`config.mk`:
```
export PLATFORM = sky130hd
export DESIGN_NAME = freeze_ctrl
export DESIGN_NICKNAME = d
export VERILOG_FILES = /design/src/common/freeze_pkg.sv /design/src/rtl/freeze_timer.sv /design/src/rtl/freeze_io_cell.sv /design/src/rtl/freeze_ctrl.sv
export VERILOG_INCLUDE_DIRS = /design/src /design/src/common
export SDC_FILE = /design/constraint.sdc
export NUM_CORES = 1
export LEC_CHECK = 0
export ABC_AREA = 1
export BUFFER_PORTS_ARGS = -buffer_cell sky130_fd_sc_hd__buf_2
export CORE_ASPECT_RATIO = 1.4
export CORE_MARGIN = 8
export CORE_UTILIZATION = 34
export CTS_CLUSTER_SIZE = 10
export DETAILED_ROUTE_END_ITERATION = 7
export PLACE_DENSITY = 0.65
export SLEW_MARGIN = 20
export SYNTH_ARGS = -nofsm -noshare
export SYNTH_HDL_FRONTEND = slang
export SYNTH_HIERARCHICAL = 1
export SYNTH_SLANG_ARGS = --single-unit
export TNS_END_PERCENT = 30
```
`constraint.sdc`:
```
create_clock -name hclk -period 3 [get_ports hclk]
set_input_delay 0.3 -clock hclk [delete_from_list [all_inputs] [get_ports hclk]]
set_output_delay 0.3 -clock hclk [all_outputs]
set_load 0.1 [all_outputs]
```
`src/common/freeze_params.svh`:
```
/*
  Constants for the freeze sequencer: register offsets, field
  positions, reset values and timing counts.
  Assumes a 20 MHz hclk; included by the package user files.
*/
`ifndef FREEZE_PARAMS_SVH
`define FREEZE_PARAMS_SVH

// Register byte offsets
`define OFS_CTRL      8'h00
`define OFS_HOLD_IN   8'h04
`define OFS_HOLD_OUT  8'h08
`define OFS_PULL_EN   8'h0C
`define OFS_PULL_UP   8'h10
`define OFS_STATUS    8'h14

// Control fields
`define CTRL_TYPE2    0
`define CTRL_RST      32'h0000_0000

// Status fields
`define ST_FROZEN     0
`define ST_ENTERING   1
`define ST_EXITING    2
`define ST_PLL_OFF    3
`define ST_JTAG_BLK   4
`define ST_REQ_PIN    5
`define ST_CONFIRM    6
`define ST_POWERED    7

// Timing, in ns as specified, and derived cycle counts
`define CLK_PERIOD_NS 50
`define ENTRY_MAX_NS  1000
`define EXIT_MAX_NS   1000
`define PWRUP_MAX_NS  5000
`define ENTRY_MAX_CYC (`ENTRY_MAX_NS / `CLK_PERIOD_NS)
`define EXIT_MAX_CYC  (`EXIT_MAX_NS / `CLK_PERIOD_NS)
`define PWRUP_MAX_CYC (`PWRUP_MAX_NS / `CLK_PERIOD_NS)
// Settle stage uses half the budget, leaving margin for detection
`define ENTER_SETTLE  (`ENTRY_MAX_CYC / 2)
`define EXIT_SETTLE   (`EXIT_MAX_CYC / 2)

`endif

```
`src/common/freeze_pkg.sv`:
```
/*
  Types shared by the freeze sequencer files.
  Assumes nothing beyond a SystemVerilog compiler.
*/
package freeze_pkg;

  typedef enum logic [4:0] {
    ST_PWRUP  = 5'h01,
    ST_RUN    = 5'h02,
    ST_ENTER  = 5'h04,
    ST_FROZEN = 5'h08,
    ST_EXIT   = 5'h10
  } state_t;

endpackage

```
`src/rtl/freeze_timer.sv`:
```
/*
  Down counter for settle stages: load on start, one-cycle done.
  Assumes the single hclk domain and active-low async reset.
*/
`timescale 1ns/100ps
module freeze_timer #(
  parameter int W = 8
) (
  // Clock and reset
  input  wire logic         hclk,
  input  wire logic         hresetn,
  // Control
  input  wire logic         start,
  input  wire logic [W-1:0] load,
  input  wire logic         abort,
  // Status
  output logic              busy,
  output logic              done
);

  logic [W-1:0] cnt_q;

  always_ff @(posedge hclk or negedge hresetn) begin
    if (!hresetn) begin
      cnt_q <= '0;
      busy  <= 1'b0;
      done  <= 1'b0;
    end else begin
      done <= 1'b0;
      if (abort) begin
        busy  <= 1'b0;
        cnt_q <= '0;
      end else if (start) begin
        busy  <= 1'b1;
        cnt_q <= load;
      end else if (busy) begin
        if (cnt_q <= W'(1)) begin
          busy <= 1'b0;
          done <= 1'b1;
        end
        cnt_q <= cnt_q - W'(1);
      end
    end
  end

endmodule // freeze_timer

```
`src/rtl/freeze_io_cell.sv`:
```
/*
  One I/O site: core-side input forcing or hold, and pad state
  while frozen. Assumes capture pulses one cycle before forcing.
*/
`timescale 1ns/100ps
module freeze_io_cell (
  // Clock and reset
  input  wire logic hclk,
  input  wire logic hresetn,
  // Sequencer
  input  wire logic capture,
  input  wire logic force_in,
  input  wire logic pad_freeze,
  // Configuration
  input  wire logic hold_in,
  input  wire logic hold_out,
  input  wire logic pull_en,
  input  wire logic pull_up,
  // Pad side
  input  wire logic pad_in,
  output logic      pad_out,
  output logic      pad_oe,
  output logic      pad_pull_en,
  output logic      pad_pull_up,
  // Core side
  input  wire logic core_out,
  input  wire logic core_oe,
  output logic      core_in
);

  logic in_held_q;
  logic out_held_q;

  // Last valid values before entry
  always_ff @(posedge hclk or negedge hresetn) begin
    if (!hresetn) begin
      in_held_q  <= 1'b0;
      out_held_q <= 1'b0;
    end else if (capture) begin
      in_held_q  <= pad_in;
      out_held_q <= core_out;
    end
  end

  always_ff @(posedge hclk or negedge hresetn) begin
    if (!hresetn) begin
      core_in <= 1'b1;
    end else if (force_in) begin
      core_in <= hold_in ? in_held_q : 1'b1;
    end else begin
      core_in <= pad_in;
    end
  end

  // Freeze drops the driver; hold becomes a weak pull to held value
  always_ff @(posedge hclk or negedge hresetn) begin
    if (!hresetn) begin
      pad_out     <= 1'b0;
      pad_oe      <= 1'b0;
      pad_pull_en <= 1'b0;
      pad_pull_up <= 1'b0;
    end else if (pad_freeze) begin
      pad_out     <= 1'b0;
      pad_oe      <= 1'b0;
      pad_pull_en <= hold_out | pull_en;
      pad_pull_up <= hold_out ? out_held_q : pull_up;
    end else begin
      // Follows the core signal one cycle later through a flop: a glitch between edges does not reach the pad
      pad_out     <= core_out;
      pad_oe      <= core_oe;
      pad_pull_en <= pull_en;
      pad_pull_up <= pull_up;
    end
  end

endmodule // freeze_io_cell

```
`src/rtl/freeze_ctrl.sv`:
```
/*
  Freeze-mode sequencer with AHB-Lite register slave, per-pin
  freeze cells, PLL power control and boundary-scan blocking.
  Assumes request pin, confirm and supply flag synchronous to hclk.
*/
// The address map and the AHB-Lite register port were decided locally.
// Contract
// - Power-up with entry condition true enters freeze within 5 us.
// - Type 1: freeze entry completes within 1 us of request pin.
// - Type 2: entry completes within 1 us of request and confirm.
// - Exit completes within 1 us of request deassert, confirm ignored.
// - Entering freeze powers down the PLL, kept off while frozen.
// - PLL clocks stop and pads freeze within 1 us of entry condition.
// - Inputs, globals and PLL freeze independently, no mutual ordering.
// - On entry core-side inputs and globals forced High, except hold.
// - Frozen outputs tristate unless pulled; core input value High.
// - While frozen boundary-scan commands are refused until exit.
// - On exit forcing released independently, except held inputs; code releases held inputs with the rest when exit starts.
// - Output hold release follows the output signal directly.
// - Held inputs keep last valid pad value before entry; code captures only on entry from run, not on entry from power-up.
`timescale 1ns/100ps
`include "freeze_params.svh"
module freeze_ctrl #(
  parameter int N_IO = 8,
  parameter int N_GL = 2,
  parameter int TW   = 8
) (
  // Clock and reset
  input  wire logic            hclk,
  input  wire logic            hresetn,
  // AHB-Lite slave
  input  wire logic            hsel,
  input  wire logic [31:0]     haddr,
  input  wire logic [1:0]      htrans,
  input  wire logic            hwrite,
  input  wire logic [2:0]      hsize,
  input  wire logic [31:0]     hwdata,
  input  wire logic            hready,
  output logic                 hreadyout,
  output logic                 hresp,
  output logic [31:0]          hrdata,
  // Power and freeze control
  input  wire logic            supply_ok,
  input  wire logic            freeze_request_pin,
  input  wire logic            freeze_confirm_signal,
  // PLL and boundary scan
  output logic                 pll_power_down,
  output logic                 pll_clk_en,
  output logic                 jtag_block,
  output logic                 frozen,
  // Pads
  input  wire logic [N_IO-1:0] pad_in,
  output logic [N_IO-1:0]      pad_out,
  output logic [N_IO-1:0]      pad_oe,
  output logic [N_IO-1:0]      pad_pull_en,
  output logic [N_IO-1:0]      pad_pull_up,
  // Core
  input  wire logic [N_IO-1:0] core_out,
  input  wire logic [N_IO-1:0] core_oe,
  output logic [N_IO-1:0]      core_in,
  // Global networks
  input  wire logic [N_GL-1:0] glob_pad,
  output logic [N_GL-1:0]      glob_core
);

  //////////////////////////////////////////////////////////////////////////
  // Registers

  logic            type2_q;
  logic [N_IO-1:0] hold_in_q;
  logic [N_IO-1:0] hold_out_q;
  logic [N_IO-1:0] pull_en_q;
  logic [N_IO-1:0] pull_up_q;

  logic            wr_pend_q;
  logic [7:0]      wr_addr_q;
  logic [31:0]     status;
  logic [31:0]     rd_d;
  logic            acc;

  freeze_pkg::state_t state_q;
  freeze_pkg::state_t state_d;

  logic entry_cond;
  logic go_enter;
  logic go_exit;
  logic tmr_start;
  logic tmr_abort;
  logic [TW-1:0] tmr_load;
  logic tmr_done;

  logic force_in_q;
  logic force_gl_q;
  logic pad_freeze_q;
  logic capture;

  //////////////////////////////////////////////////////////////////////////
  // AHB-Lite slave: zero wait states, always OKAY

  assign hreadyout = 1'b1;
  assign hresp     = 1'b0;
  assign acc       = hsel & htrans[1] & hready;

  always_ff @(posedge hclk or negedge hresetn) begin
    if (!hresetn) begin
      wr_pend_q <= 1'b0;
      wr_addr_q <= 8'h00;
    end else if (hready) begin
      wr_pend_q <= acc & hwrite;
      wr_addr_q <= haddr[7:0];
    end
  end

  always_ff @(posedge hclk or negedge hresetn) begin
    if (!hresetn) begin
      type2_q <= 1'(`CTRL_RST);
    end else if (wr_pend_q && wr_addr_q == `OFS_CTRL) begin
      type2_q <= hwdata[`CTRL_TYPE2];
    end
  end

  always_ff @(posedge hclk or negedge hresetn) begin
    if (!hresetn) begin
      hold_in_q  <= '0;
      hold_out_q <= '0;
      pull_en_q  <= '0;
      pull_up_q  <= '0;
    end else if (wr_pend_q) begin
      unique case (wr_addr_q)
        `OFS_HOLD_IN:  hold_in_q  <= hwdata[N_IO-1:0];
        `OFS_HOLD_OUT: hold_out_q <= hwdata[N_IO-1:0];
        `OFS_PULL_EN:  pull_en_q  <= hwdata[N_IO-1:0];
        `OFS_PULL_UP:  pull_up_q  <= hwdata[N_IO-1:0];
        default: ;
      endcase
    end
  end

  always_comb begin
    status                = '0;
    status[`ST_FROZEN]    = frozen;
    status[`ST_ENTERING]  = (state_q == freeze_pkg::ST_ENTER);
    status[`ST_EXITING]   = (state_q == freeze_pkg::ST_EXIT);
    status[`ST_PLL_OFF]   = pll_power_down;
    status[`ST_JTAG_BLK]  = jtag_block;
    status[`ST_REQ_PIN]   = freeze_request_pin;
    status[`ST_CONFIRM]   = freeze_confirm_signal;
    status[`ST_POWERED]   = (state_q != freeze_pkg::ST_PWRUP);
  end

  // Unmapped offsets read as zero
  always_comb begin
    rd_d = '0;
    unique case (haddr[7:0])
      `OFS_CTRL:     rd_d[`CTRL_TYPE2] = type2_q;
      `OFS_HOLD_IN:  rd_d[N_IO-1:0]    = hold_in_q;
      `OFS_HOLD_OUT: rd_d[N_IO-1:0]    = hold_out_q;
      `OFS_PULL_EN:  rd_d[N_IO-1:0]    = pull_en_q;
      `OFS_PULL_UP:  rd_d[N_IO-1:0]    = pull_up_q;
      `OFS_STATUS:   rd_d              = status;
      default:       rd_d              = '0;
    endcase
  end

  always_ff @(posedge hclk or negedge hresetn) begin
    if (!hresetn) begin
      hrdata <= 32'h0000_0000;
    end else if (acc && !hwrite) begin
      hrdata <= rd_d;
    end
  end

  //////////////////////////////////////////////////////////////////////////
  // Sequencer

  // Type 2 also needs the confirm; exit looks at the pin only
  assign entry_cond = freeze_request_pin &
                      (!type2_q | freeze_confirm_signal);
  assign go_enter   = (state_q == freeze_pkg::ST_RUN) & entry_cond;
  assign go_exit    = ((state_q == freeze_pkg::ST_ENTER) |
                       (state_q == freeze_pkg::ST_FROZEN)) &
                      !freeze_request_pin;
  assign capture    = go_enter;

  always_comb begin
    state_d = state_q;
    unique case (state_q)
      freeze_pkg::ST_PWRUP: begin
        // Condition already true at power-up enters at once
        if (supply_ok) begin
          state_d = entry_cond ? freeze_pkg::ST_ENTER
                               : freeze_pkg::ST_RUN;
        end
      end
      freeze_pkg::ST_RUN: begin
        if (entry_cond) begin
          state_d = freeze_pkg::ST_ENTER;
        end
      end
      freeze_pkg::ST_ENTER: begin
        if (go_exit) begin
          state_d = freeze_pkg::ST_EXIT;
        end else if (type2_q && !freeze_confirm_signal) begin
          // Confirm lost during entry: entry is abandoned
          state_d = freeze_pkg::ST_EXIT;
        end else if (tmr_done) begin
          state_d = freeze_pkg::ST_FROZEN;
        end
      end
      freeze_pkg::ST_FROZEN: begin
        if (go_exit) begin
          state_d = freeze_pkg::ST_EXIT;
        end
      end
      freeze_pkg::ST_EXIT: begin
        if (tmr_done) begin
          state_d = freeze_pkg::ST_RUN;
        end
      end
      default: state_d = freeze_pkg::ST_PWRUP;
    endcase
    if (!supply_ok) begin
      state_d = freeze_pkg::ST_PWRUP;
    end
  end

  always_ff @(posedge hclk or negedge hresetn) begin
    if (!hresetn) begin
      state_q <= freeze_pkg::ST_PWRUP;
    end else begin
      state_q <= state_d;
    end
  end

  assign tmr_start = (state_d != state_q) &
                     ((state_d == freeze_pkg::ST_ENTER) |
                      (state_d == freeze_pkg::ST_EXIT));
  assign tmr_abort = !supply_ok;
  assign tmr_load  = (state_d == freeze_pkg::ST_ENTER)
                     ? TW'(`ENTER_SETTLE)
                     : TW'(`EXIT_SETTLE);

  freeze_timer #(
    .W       (TW)
  ) u_timer (
    .hclk    (hclk),
    .hresetn (hresetn),
    .start   (tmr_start),
    .load    (tmr_load),
    .abort   (tmr_abort),
    .busy    (),
    .done    (tmr_done)
  );

  //////////////////////////////////////////////////////////////////////////
  // Freeze actions, each on its own flop so none orders another

  logic freezing;
  assign freezing = (state_d == freeze_pkg::ST_ENTER) |
                    (state_d == freeze_pkg::ST_FROZEN);

  always_ff @(posedge hclk or negedge hresetn) begin
    if (!hresetn) begin
      pll_power_down <= 1'b1;
    end else begin
      pll_power_down <= freezing |
                        (state_d == freeze_pkg::ST_PWRUP);
    end
  end

  always_ff @(posedge hclk or negedge hresetn) begin
    if (!hresetn) begin
      pll_clk_en <= 1'b0;
    end else begin
      pll_clk_en <= (state_d == freeze_pkg::ST_RUN) |
                    (state_d == freeze_pkg::ST_EXIT);
    end
  end

  always_ff @(posedge hclk or negedge hresetn) begin
    if (!hresetn) begin
      force_in_q <= 1'b0;
    end else begin
      force_in_q <= freezing;
    end
  end

  always_ff @(posedge hclk or negedge hresetn) begin
    if (!hresetn) begin
      force_gl_q <= 1'b0;
    end else begin
      force_gl_q <= freezing;
    end
  end

  always_ff @(posedge hclk or negedge hresetn) begin
    if (!hresetn) begin
      pad_freeze_q <= 1'b0;
    end else begin
      pad_freeze_q <= freezing;
    end
  end

  always_ff @(posedge hclk or negedge hresetn) begin
    if (!hresetn) begin
      jtag_block <= 1'b1;
    end else begin
      // Still blocked during the exit settle
      jtag_block <= (state_d != freeze_pkg::ST_RUN);
    end
  end

  assign frozen = (state_q == freeze_pkg::ST_FROZEN);

  // Globals have no hold option
  always_ff @(posedge hclk or negedge hresetn) begin
    if (!hresetn) begin
      glob_core <= '1;
    end else begin
      glob_core <= force_gl_q ? '1 : glob_pad;
    end
  end

  //////////////////////////////////////////////////////////////////////////
  // Per-pin cells

  for (genvar i = 0; i < N_IO; i++) begin : g_io
    freeze_io_cell u_cell (
      .hclk        (hclk),
      .hresetn     (hresetn),
      .capture     (capture),
      .force_in    (force_in_q),
      .pad_freeze  (pad_freeze_q),
      .hold_in     (hold_in_q[i]),
      .hold_out    (hold_out_q[i]),
      .pull_en     (pull_en_q[i]),
      .pull_up     (pull_up_q[i]),
      .pad_in      (pad_in[i]),
      .pad_out     (pad_out[i]),
      .pad_oe      (pad_oe[i]),
      .pad_pull_en (pad_pull_en[i]),
      .pad_pull_up (pad_pull_up[i]),
      .core_out    (core_out[i]),
      .core_oe     (core_oe[i]),
      .core_in     (core_in[i])
    );
  end

endmodule // freeze_ctrl

```
==> results of run 1 <==
critical path: stages, from the launching register on:
cell                      delay [ps]
sky130_fd_sc_hd__dfstp_2         570
sky130_fd_sc_hd__inv_1            70
sky130_fd_sc_hd__nand2_2          90
sky130_fd_sc_hd__inv_2            50
sky130_fd_sc_hd__o21ai_4         170
sky130_fd_sc_hd__nand4_2         120
sky130_fd_sc_hd__nand2_2          90
sky130_fd_sc_hd__nand2_1          50
sky130_fd_sc_hd__nand2_1          60
sky130_fd_sc_hd__nand2_1          50
sky130_fd_sc_hd__nor2_1           90
sky130_fd_sc_hd__nor2_1           80
sky130_fd_sc_hd__inv_2           260
sky130_fd_sc_hd__nand3_4         210
sky130_fd_sc_hd__nand2_4         170
sky130_fd_sc_hd__nor2_2           40
sky130_fd_sc_hd__o31ai_1          50
sky130_fd_sc_hd__o21ai_1          90
report_power, final:
| part | switching (uW) | internal (uW) |
|---|---|---|
| clock | 765 | 1250 |
| combinational | 1170 | 324 |
| sequential | 158 | 1990 |
| total | 2090 | 3560 |
final timing paths:
path,end,cells after the start
max,u_timer/cnt_q[2]$_DFFE_PN0P_,17
min,glob_core[0]$_DFF_PN1_,2
max reg2reg,u_timer/cnt_q[2]$_DFFE_PN0P_,17
min reg2reg,g_io[3].u_cell/pad_pull_en$_DFF_PN0_,2
max in group asynchronous,pad_freeze_q$_DFF_PN0_,3
min in group asynchronous,g_io[1].u_cell/pad_oe$_DFF_PN0_,2
kinds of logic (layout without fill, tap and decap cells):
| group | count (synthesis) | after routing | share of synthesized area (%) |
|---|---|---|---|
| DFF | 127 | 127 | 54.2 |
| other | 2 | 34 | 0.128 |
| and+or+nand+nor | 325 | 325 | 24.8 |
| buffers and inverters | 140 | 249 | 11.3 |
| adders and majority gates | 2 | 2 | 0.425 |
| AOI/OAI and AO/OA | 98 | 98 | 9.11 |
registers in the layout, indices dropped and copies added (netlist names), 2 cells and up:
name and flops:
hrdata 8, hold_out_q 8, g_io.u_cell/pad_pull_up 8, wr_addr_q 8, g_io.u_cell/pad_pull_en 8, state_q 5, g_io.u_cell/core_in 8, g_io.u_cell/out_held_q 8
pull_up_q 8, g_io.u_cell/pad_out 8, hold_in_q 8, u_timer/cnt_q 8, glob_core 2, g_io.u_cell/in_held_q 8, pull_en_q 8, g_io.u_cell/pad_oe 8
per-stage QoR:
stage / total power, uW / util [%] / cell area (sq um) / worst slack [ps]
6_report: 5650 / 41.9 / 7210 / 542
5_1_grt: 5950 / 41.9 / 7210 / 316
4_1_cts: 5710 / 41.9 / 7210 / 519
3_5_place_dp: 3680 / 38.5 / 6620 / 544
3_3_place_gp: 3650 / 38.5 / 6620 / 569
2_1_floorplan: 3400 / - / 6010 / 362
metal layers:
layer	global-route usage (%)	wire, um	share of wire, %	up-vias
li1	-	-	-	2373
met4	4.83	193	1.4	4
met5	0	18	0.13	-
met1	14.7	5720	41	2165
met3	4.34	777	5.5	15
met2	24.4	7350	52	106
cell usage in the layout, fill, tap and decap left out, types with 6 or more instances in the layout:
cell	count
sky130_fd_sc_hd__nor2_1	59
sky130_fd_sc_hd__dfstp_2	13
sky130_fd_sc_hd__nand3_1	29
sky130_fd_sc_hd__o21ai_0	54
sky130_fd_sc_hd__buf_2	103
sky130_fd_sc_hd__nand2_2	9
sky130_fd_sc_hd__buf_4	6
sky130_fd_sc_hd__clkbuf_16	17
sky130_fd_sc_hd__conb_1	34
sky130_fd_sc_hd__inv_2	12
sky130_fd_sc_hd__nand2_1	193
sky130_fd_sc_hd__nor3_1	6
sky130_fd_sc_hd__a21oi_1	25
sky130_fd_sc_hd__dfrtp_1	113
sky130_fd_sc_hd__inv_1	93
sky130_fd_sc_hd__nor2_4	7
layout make-up:
type / instances / share of cell area [%]
Multi-Input combinational cell: 459 / 29.9
Clock inverter: 13 / 1.91
Tap cell: 236 / 4.10
Clock buffer: 19 / 6.15
Inverter: 106 / 5.52
Timing Repair Buffer: 111 / 8.07
Sequential cell: 127 / 44.3
==> results list, run 1 <==
- CTS HTree Levels: 4
- Top-area cell type share of the netlist area: 48.4%
- For this run, the leading register cell type out of synthesis is sky130_fd_sc_hd__dfrtp_1.
- In this run, synthesis inferred 0 flip-flops with an integrated enable.
* Number of cells after detailed placement: 1,038
* Initial antenna violation count: 2
- Average instance area after synthesis: 8.49 sq um
- In the routed layout, each cell is associated on average with a via count of 4.35.
- In the global route stage, overall resource usage came out at 13.6%.
- Normalized max-slew margin: 54.3%
* GRT overflow: 0
* Final Hold Slack: 71.7 ps
- Number of I/O pins: 183
* Maximum number of pins on one net before global-route repair: 73
- After clock tree synthesis, the clock-pin slew on the worst setup and hold paths is 60 ps.
- In this run the power density over the cells is 785 nW/um^2.
- The number of gates resized after CTS was 0.
- Initial cell density of the core: 34.3%
- Top cells by area in the synthesized netlist: sky130_fd_sc_hd__dfrtp_1, sky130_fd_sc_hd__nand2_1, sky130_fd_sc_hd__inv_1
- Count of final setup violators: 0
- The first routing iteration left 300 violations.
- Wire length of the first global-routing pass: 23,500 um
- Compared with the post-synthesis result, the final layout area differs by 22.3%.
- The repair_antennas step left the layout with diodes totalling 0.
- Registers take 3200 sq um.
- For this run, the detailed router's first-pass iteration total came to 4.
* Clk root buf: sky130_fd_sc_hd__clkbuf_16
- The congestion estimate from routability-driven global placement came to 0.834.
- TritonCTS Sinks: 127
- In this run the critical register-to-register path is launched from state_q[0]$_DFF_PN1_.
- Clock latency on the worst-skew pair, taken at its later pin, is 410 ps.
- Class of the most critical hold timing path: primary input to flip-flop
- Leaving out filler cells and counting taps, the final layout contains 1,071.
* Max-cap viol count: 0
- The worst setup path is of the flip-flop to flip-flop kind.
- Clock Tree Buf Depth: 2
- Maximum clock frequency: 407 MHz
- Remaining number of nets flagged by the antenna check after routing: 0
- The routed design has 14,100 um of wire.
- Post-cts hold buffer count: 1
- The mapped netlist covers 5890 sq um.
- The via count of the first global-routing pass was 4,793.
* Hold path startpoint: glob_pad[0]
- Port Buffers: 104
* Total negative setup slack: 0 ps
* Count leader, synth: sky130_fd_sc_hd__nand2_1
- In this run the core area contains 57 standard-cell rows.
- Register bit count reported by yosys: 127
- Of all nets on the critical path, the largest fanout is 17.
- At the pin with the least slew margin, the transition time is 681 ps.
* Final Max Slew Viols: 0
* Post-route fraction of the period consumed by the critical path: 81.9%
- Proportion of synthesized chip area in sequential cells: 54.2%
* Worst R2R Setup Slack: 540 ps
* Chip Height: 172 um
* Yosys warns: 6
* Residual DRC count: 0
- Setup repair after global routing left no endpoint under its margin.
* Number of vias in the routed layout: 4,663
- sky130_fd_sc_hd__dfrtp_1 takes more of the synthesized area than any other cell.
* Hold Fails Final Rpt: 0
* Layout filler cell count: 1,700
* Die Width: 127 um
- IR analysis of the VDD net gives a maximum drop of 0.000346 V.
* Layout cells sized above 1: 24.0%
* Nets: 927
- In this run the post-CTS setup repair buffer count came out at 0.
- Detailed placement finished with a half-perimeter wire length of 10,500 um.
* First element of the critical path: state_q[0]$_DFF_PN1_
* Floorplan core area: 17,200 sq um
- Clock skew on the completed layout was measured at 7.54 ps.
- Leakage: 0.00376 uW
* Data arrival time of the critical path: 2740 ps
* Status: complete, no violations
- Startpoint kind of the worst setup timing path: flip-flop
- Synthesized netlist cell count: 694
- STA classifies the critical path endpoint as a flip-flop.
- The multi-input combinational cells in the finished layout cover a total of 2150 sq um.
* Average detailed-routed wire length per instance: 13.1 um
- TritonCTS built the clock tree.
- Post-synth ARST share: 100%
* Final critical-path required period: 2460 ps
- Total CTS buffers: 17
* Library cells used by synthesis: 41
- Commonest cells in the netlist: sky130_fd_sc_hd__nand2_1, sky130_fd_sc_hd__dfrtp_1, sky130_fd_sc_hd__inv_1
* CP required: 3280 ps
- The die covers 21,800 sq um.
(Power assumes the default switching activity.)
==> run 2: changes to the inputs <==
ABC_AREA = 0   (was 1)
PLACE_DENSITY = 0.67   (was 0.65)
clock period = 2.15 ns   (was 3 ns; I/O delays follow)
==> run 2 against run 1 <==
The flow now finishes with violations (negative setup slack). Sequential share of layout area fell by 1.7 points. Largest cell class unchanged. Die area fell by 0.38%. Fmax rose by 11%. Clock power rose by 36%. Synthesized area fell by 0.42%. First-iteration DRC count fell by 22%. Count of clock-buffer cells in the layout fell by 1. Sequential power rose by 37%. Critical endpoint is now u_timer/cnt_q[3]$_DFFE_PN0P_. Register-to-register slack got worse by 610 ps. Clock skew rose by 2.3 ps. Synthesized cell count fell by 29%. Largest power group unchanged.
==> results list, run 2 <==
- Total die area: 21,800 sq um
* Skew final: 9.86 ps
- TritonCTS created 17 clock buffers.
- For the pin with the worst max-slew slack, the measured transition is 758 ps.
* Number of I/O pins: 183
- After synthesis the cells add up to 5860 sq um.
* Latest clock arrival within the worst-skew pair: 410 ps
* Proportion of synthesized chip area in sequential cells: 54.5%
- Synthesis produced a netlist whose cell count is 494.
* Cell accounting for the most synthesized area: sky130_fd_sc_hd__dfrtp_1
- TritonCTS Sinks: 127
- CP required: 2470 ps
* Layout cells sized above 1: 43.8%
- After legalization and detailed placement, the total HPWL measured 10,300 um.
* Number of cells traversed by the worst register-to-register path: 8
- The routed design has 13,900 um of wire.
- Chip Height: 171 um
* Area Growth Syn to Fin: 27.9%
- The critical path is of the flip-flop to flip-flop type.
- CTS tree: built
* Setup repair after global routing missed its margin: yes
- The top cell types in the final layout, fill and taps aside, are sky130_fd_sc_hd__dfrtp_1, sky130_fd_sc_hd__buf_2, sky130_fd_sc_hd__mux2_2, sky130_fd_sc_hd__buf_4.
- Normalized max-slew margin: 49.5%
- During placement, the flow inserted port buffers numbering 104.
* Layout filler cell count: 1,596
- GRT overflow: 0
* Post-route fraction of the period consumed by the critical path: 103%
- The path class of the tightest hold or removal check is primary input to flip-flop.
* Average instance area after synthesis: 11.9 sq um
* Post-synth ARST share: 100%
- Data on the critical path arrives at its endpoint at 2540 ps.
- Commonest non-fill, non-tap cell in the layout: sky130_fd_sc_hd__dfrtp_1
* Total negative setup slack: -148 ps
- Wire length of the first global-routing pass: 22,600 um
* Floorplan core area: 17,100 sq um
- Register bit count reported by yosys: 127
- In the final design database the tool counted 754 nets.
* Number of vias in the routed layout: 4,218
- The checks that failed: negative setup slack.
- Final critical-path required period: 2220 ps
- During synthesis, Yosys emitted a total of 6 warnings.
* Remaining number of nets flagged by the antenna check after routing: 0
- Initial cell density of the core: 34.3%
* Critical Path End Type: flip-flop
* Max-cap viol count: 0
- Worst R2R Setup Slack: -70 ps
- No sink is reached through more buffers than the 2 on the longest clock path.
- The initialized floorplan defines 57 standard-cell rows.
* Library cells used by synthesis: 66
- Setup violations remaining at the end of the flow were counted as 6.
- Power per cell area: 1030 nW/um^2
* Post-route total power: 7720 uW
- After detailed routing, the number of remaining DRC violations is 0.
- 1st-iter DRT viols: 235
* Post-route setup slack: -70.6 ps
- Peak supply drop: 0.000547 V
- Top-area cell type share of the netlist area: 48.6%
* Count leader, synth: sky130_fd_sc_hd__dfrtp_1
* Status: complete, but fails checks
- Measured along the x axis, the die boundary spans 127 um.
- Counting instances in the post-synthesis netlist gives the leading cell types as sky130_fd_sc_hd__dfrtp_1, sky130_fd_sc_hd__mux2_2, sky130_fd_sc_hd__nand2_1.
- Number of vias per cell after detailed routing: 4.86
* Worst hold path depth: 3
- The initial antenna violation count is 2.
- Startpoint kind of the worst setup timing path: flip-flop
- Clock slew at the register clock pins of the worst setup and hold paths: 60 ps
- In the synthesized netlist the dominant register cell turns out to be sky130_fd_sc_hd__dfrtp_1.
- Yosys mapped a number of flops with a built-in enable equal to 0.
- Antenna fix cells: 0
- The count of final max-slew check failures is 0.
* First-pass iteration count of the detailed router: 4
- Maximum number of pins on one net before global-route repair: 47
- Based on the critical path, the design can be clocked at up to 450 MHz.
* Hold Fails Final Rpt: 0
- The via count of the first global-routing pass came to 4,332.
* CTS HTree Levels: 4
- Routability-driven placement congestion ratio: 0.894
- After detailed routing, the average wire length per cell comes to 16.0 um.
* Clk root buf: sky130_fd_sc_hd__clkbuf_16
- Leakage: 0.00355 uW
- Counting tap cells, the placed design contains a total of 831 instances.
- Number of cells in the finished layout apart from fillers: 868
- By area the synthesized netlist is led by sky130_fd_sc_hd__dfrtp_1, sky130_fd_sc_hd__mux2_2, sky130_fd_sc_hd__dfstp_2.
- For this run, the total global-route usage over all layers was measured as 13.3%.
* Critical path fanouts, max: 14
==> run 2: cell types whose count changed after synthesis, moves of 9 or more <==
cell	previous run	this run
sky130_fd_sc_hd__mux2_2	0	45
sky130_fd_sc_hd__a31oi_1	2	14
sky130_fd_sc_hd__mux2_4	0	16
sky130_fd_sc_hd__nand3_1	29	7
sky130_fd_sc_hd__inv_2	12	0
sky130_fd_sc_hd__and2b_2	0	16
sky130_fd_sc_hd__o21ai_0	54	19
sky130_fd_sc_hd__nor2_1	59	26
sky130_fd_sc_hd__nand2_1	193	34
sky130_fd_sc_hd__a21oi_1	25	10
sky130_fd_sc_hd__nand2_2	9	0
sky130_fd_sc_hd__inv_1	93	16
==> run 2: cells by family (layout without fill, tap and decap cells) <==
logic type,Yosys count,count (layout),synth area share [%]
other cells,2,34,0.128
simple gates,147,147,14.7
compound gates,83,83,9.54
xor+xnor,5,5,0.747
buf+inv,60,196,6.04
fa+ha+maj,2,2,0.427
mux,68,68,13.9
flops,127,127,54.5
==> run 2: per-stage QoR <==
step | hold WS, ps | utilization (%) | area [sq um] | setup WS [ps]
floorplan | -80.6 | - | 6010 | -115
global placement | 215 | 40.0 | 6840 | -13.3
detailed placement | 216 | 40.0 | 6840 | -54.1
CTS | 14.3 | 43.6 | 7470 | -30.3
global route | 11.5 | 43.8 | 7500 | -226
finish | 25.7 | 43.8 | 7500 | -70.6
==> run 2: per-layer routing <==
| metal | vias up | share of wire, % | GRT usage, % |
|---|---|---|---|
| li1 | 2002 | - | - |
| met1 | 2073 | 39 | 14.2 |
| met2 | 119 | 54 | 23.9 |
| met3 | 20 | 5.6 | 4.22 |
| met4 | 4 | 1.3 | 4.93 |
| met5 | - | 0.16 | 0 |
==> run 2: final cells by class <==
type	count	area [sq um]	area share, %
clock buffers	18	429	5.72
clock inverters	14	141	1.89
inverters	16	60.1	0.801
multi-input cells	339	2490	33.1
flip-flops and latches	127	3200	42.6
well taps	206	258	3.44
repair buffers	148	930	12.4
==> run 2: path summary, 6_finish.rpt <==
| check | startpoint | to |
|---|---|---|
| max | state_q[4]$_DFF_PN0_ | u_timer/cnt_q[3]$_DFFE_PN0P_ |
| min | pad_in[1] | g_io[1].u_cell/in_held_q$_DFFE_PN0P_ |
| max reg2reg | state_q[4]$_DFF_PN0_ | u_timer/cnt_q[3]$_DFFE_PN0P_ |
| min reg2reg | hold_in_q[7]$_DFFE_PN0P_ | g_io[7].u_cell/core_in$_DFF_PN1_ |
| max in group asynchronous | hresetn | g_io[0].u_cell/core_in$_DFF_PN1_ |
| min in group asynchronous | hresetn | g_io[6].u_cell/pad_oe$_DFF_PN0_ |
==> run 2: timing repair <==
action                     in CTS  in global routing
hold buffers                    3                  0
hold endpoints to repair       30                  0
gates resized for setup         3                  6
buffers inserted                1                  1
setup endpoints to repair       7                 16
pin swaps                       0                  1
==> run 2: critical path, stage by stage (launching register included) <==
cell                       delay [ps]
sky130_fd_sc_hd__dfrtp_1          410
sky130_fd_sc_hd__or3b_4           420
sky130_fd_sc_hd__o21ai_4           80
sky130_fd_sc_hd__a31oi_1          100
sky130_fd_sc_hd__o32a_1           300
sky130_fd_sc_hd__a221oi_2         280
sky130_fd_sc_hd__inv_2            170
sky130_fd_sc_hd__buf_4            170
sky130_fd_sc_hd__a311oi_2         180
==> run 2: power by group <==
group          switching [uW]  internal [uW]  leakage, uW
Combinational            1470            552      0.00173
Sequential                201           2750      0.00155
Clock                    1040           1700     0.000272
Total                    2720           5000      0.00355
==> run 3: changes to the inputs <==
SYNTH_HIERARCHICAL = unset   (was 1)
==> run 3 against run 2 <==
Largest cell class unchanged. Cell area is 5.8% lower. First-iteration DRC count is 20% lower. Critical path type unchanged. Global-route usage is 0.51 points lower. Cell count is 9.9% lower. The run now ends clean. Sequential share of layout area is 2.6 points higher.
==> results list, run 3 <==
- The flow ran to the end, and the final reports show no timing, DRC or antenna violations.
* Number of cells traversed by the worst register-to-register path: 6
* Post-route total power: 7820 uW
* Count leader, synth: sky130_fd_sc_hd__dfrtp_1
- The tree built by TritonCTS fans out to 127 sinks.
- Clock network power share: 42.5%
- Number of I/O pins: 183
* Final wirelength: 13,800 um
* Design area: 7070 sq um
* Library cells used by synthesis: 55
* Startpoint kind of the worst setup timing path: flip-flop
- Final critical-path required period: 2070 ps
- Num rows: 57
* Switching power as a share of total power: 30.6%
- Critical path start-end classification: flip-flop to flip-flop
- Dpl cell area: 6300 sq um
- The worst path uses 96.1% of the clock period.
* Maximum clock frequency: 484 MHz
- 0 antenna diodes ended up in the layout.
- STA puts the critical path data required time at 2440 ps.
* Layout cells sized above 1: 43.8%
- The path class of the tightest hold or removal check is primary input to flip-flop.
- Worst R2R Setup Slack: 80 ps
- The first global-routing pass estimated 21,700 um of wire.
* Floorplan core area: 17,100 sq um
- In the synthesized netlist the dominant register cell turns out to be sky130_fd_sc_hd__dfrtp_1.
- Critical Path End Type: flip-flop
- Total die area: 21,800 sq um
- IR analysis of the VDD net gives a maximum drop of 0.000485 V.
* Final Max Slew Viols: 0
* Clock Tree Buf Depth: 2
- Entering global routing, the biggest net connects 60 pins.
* Leakage: 0.00330 uW
- At the end of routability-driven placement, the weighted congestion stood at 0.826.
- Registers are responsible for 36.8% of the overall power.
- Data arrival time of the critical path: 2350 ps
- R2r startpoint: wr_addr_q[1]$_DFFE_PN0P_
- Chip Height: 171 um
* Hold path startpoint: core_oe[2]
- The share of total power dissipated in combinational logic is 20.7%.
- Register bit count reported by yosys: 127
- Along the worst hold path, the cell count comes to 2.
* Latest clock arrival within the worst-skew pair: 400 ps
* Power per cell area: 1110 nW/um^2
* Global Route Usage Sum: 12.7%
* Commonest non-fill, non-tap cell in the layout: sky130_fd_sc_hd__dfrtp_1
* Count of final setup violators: 0
* Die Width: 127 um
* Remaining number of nets flagged by the antenna check after routing: 0
- The synthesized netlist occupies a cell area of 5860 sq um.
- CTS tree: built
- First-pass iteration count of the detailed router: 4
* Synthesized netlist cell count: 479
- Via count of the first global-routing pass: 4,226
* Area Growth Syn to Fin: 20.6%
* Net load switching power: 2390 uW
- Residual DRC count: 0
- After detailed routing, the number of vias per cell comes to 4.88.
* Number of vias in the routed layout: 3,815
* Max-cap viol count: 0
* Most frequent cells in the layout: sky130_fd_sc_hd__dfrtp_1, sky130_fd_sc_hd__buf_2, sky130_fd_sc_hd__mux2_2, sky130_fd_sc_hd__nand2_1, sky130_fd_sc_hd__conb_1
- The synthesized design contains 0 enable-type register cells.
- 1st-iter DRT viols: 188
- Top cells by area in the synthesized netlist: sky130_fd_sc_hd__dfrtp_1, sky130_fd_sc_hd__mux2_2, sky130_fd_sc_hd__buf_4
* Skew final: 8.14 ps
- Yosys warns: 0
- Of all nets on the critical path, the largest fanout is 8.
* Worst-path cell chain: or4_4, nor4_2, nand2_1, nor2_4, buf_12, mux2_2
- Once detailed placement completed, the half-perimeter wirelength came to 10,400 um.
- Hold Fails Final Rpt: 0
- Initial antenna violation count: 1
- Proportion of synthesized chip area in sequential cells: 54.5%
* Port Buffers: 104
* CTS HTree Levels: 4
* Internal portion of total power: 5430 uW
- The slowest stage of the critical path belongs to the cell sky130_fd_sc_hd__or4_4.
* Initial cell density of the core: 34.2%
- Commonest cells in the netlist: sky130_fd_sc_hd__dfrtp_1, sky130_fd_sc_hd__buf_4, sky130_fd_sc_hd__mux2_2
- Normalized max-slew margin: 46.2%
- Summed over all layers, the global routing overflow is 0.
- For the pin with the worst max-slew slack, the measured transition is 807 ps.
- After detailed routing, the average wire length per cell comes to 17.7 um.
- Post-synth ARST share: 100%
- Clock tree synthesis selected as its root buffer the cell sky130_fd_sc_hd__clkbuf_16.
* Top-area cell type share of the netlist area: 48.7%
* Total CTS buffers: 17
- After clock tree synthesis, the clock-pin slew on the worst setup and hold paths is 60 ps.
- Endpoint of the worst hold path: g_io[2].u_cell.pad_oe$_DFF_PN0_
- The final layout contains 668 nets.
* Reg2Reg Capture Point: hold_out_q[2]$_DFFE_PN0P_
- sky130_fd_sc_hd__dfrtp_1 takes more of the synthesized area than any other cell.
- Average instance area after synthesis: 12.2 sq um
* First element of the critical path: wr_addr_q[1]$_DFFE_PN0P_
* Delay of the slowest cell on the worst path: 540 ps
-- run 3: per-stage QoR --
stage	TNS, ps	utilization (%)	hold WS [ps]	cells	setup WS, ps
3_3_place_gp	0	36.8	112	745	88.1
3_5_place_dp	0	36.8	117	745	26.6
2_1_floorplan	0	-	-80.6	503	14.7
6_report	0	41.3	29.8	782	82.8
5_1_grt	-13.3	41.3	33.2	782	-7.20
4_1_cts	0	41.0	13.5	780	11.1
-- run 3: metal layers --
layer	global-route usage, %	wire, um	vias up
met4	7.27	435	2
li1	-	-	1761
met1	12.8	5020	1913
met3	4.00	759	27
met2	22.9	7580	112
met5	0	12	-
-- run 3: power groups by stage --
stage	clock [uW]	combinational, uW	sequential (uW)
global route	3510	1710	2910
CTS	3380	1630	2880
detailed placement	0	1620	2920
finish	3330	1620	2880
floorplan	0	1320	2990
global placement	0	1590	2900
-- run 3: timing repair --
| item | CTS | global route |
|---|---|---|
| pin swaps | 0 | 2 |
| gates resized for setup | 1 | 1 |
| hold buffers | 3 | 0 |
| endpoints found under the hold margin | 19 | 0 |
| setup buffers | 0 | 2 |
| endpoints found under the setup margin | 1 | 24 |
-- run 3: cells by family (layout without fill, tap and decap cells) --
group	Yosys count	in the layout	share of synthesized area (%)
buf+inv	85	158	9.84
mux	73	73	14.7
flops	127	127	54.5
other cells	2	26	0.128
simple gates	119	119	11.4
xor+xnor	8	8	1.20
fa+ha+maj	2	2	0.427
compound gates	63	63	7.77
-- run 3: layout make-up --
type	instances	area, sq um
fillers	1598	10000
flip-flops and latches	127	3190
multi-input cells	291	2210
repair buffers	120	703
clock buffers	21	450
well taps	206	258
clock inverters	11	234
inverters	6	22.5
-- run 3: worst max-delay path by stage --
| stage | endpoint | slack [ps] | cells after the start |
|---|---|---|---|
| floorplan | u_timer.busy$_DFF_PN0_ | 10 | 6 |
| global placement | hold_out_q[2]$_DFFE_PN0P_ | 90 | 5 |
| detailed placement | hold_out_q[2]$_DFFE_PN0P_ | 30 | 5 |
| CTS | hold_out_q[2]$_DFFE_PN0P_ | 10 | 5 |
| global route | hold_out_q[6]$_DFFE_PN0P_ | -7 | 6 |
| finish | hold_out_q[2]$_DFFE_PN0P_ | 80 | 6 |
-- run 3: critical path, delay by kind of cell, from the launching register on --
kind | cells | cell delay, ps
buffers and inverters | 1 | 140
and+or+nand+nor | 4 | 1100
DFF | 1 | 370
muxes | 1 | 340
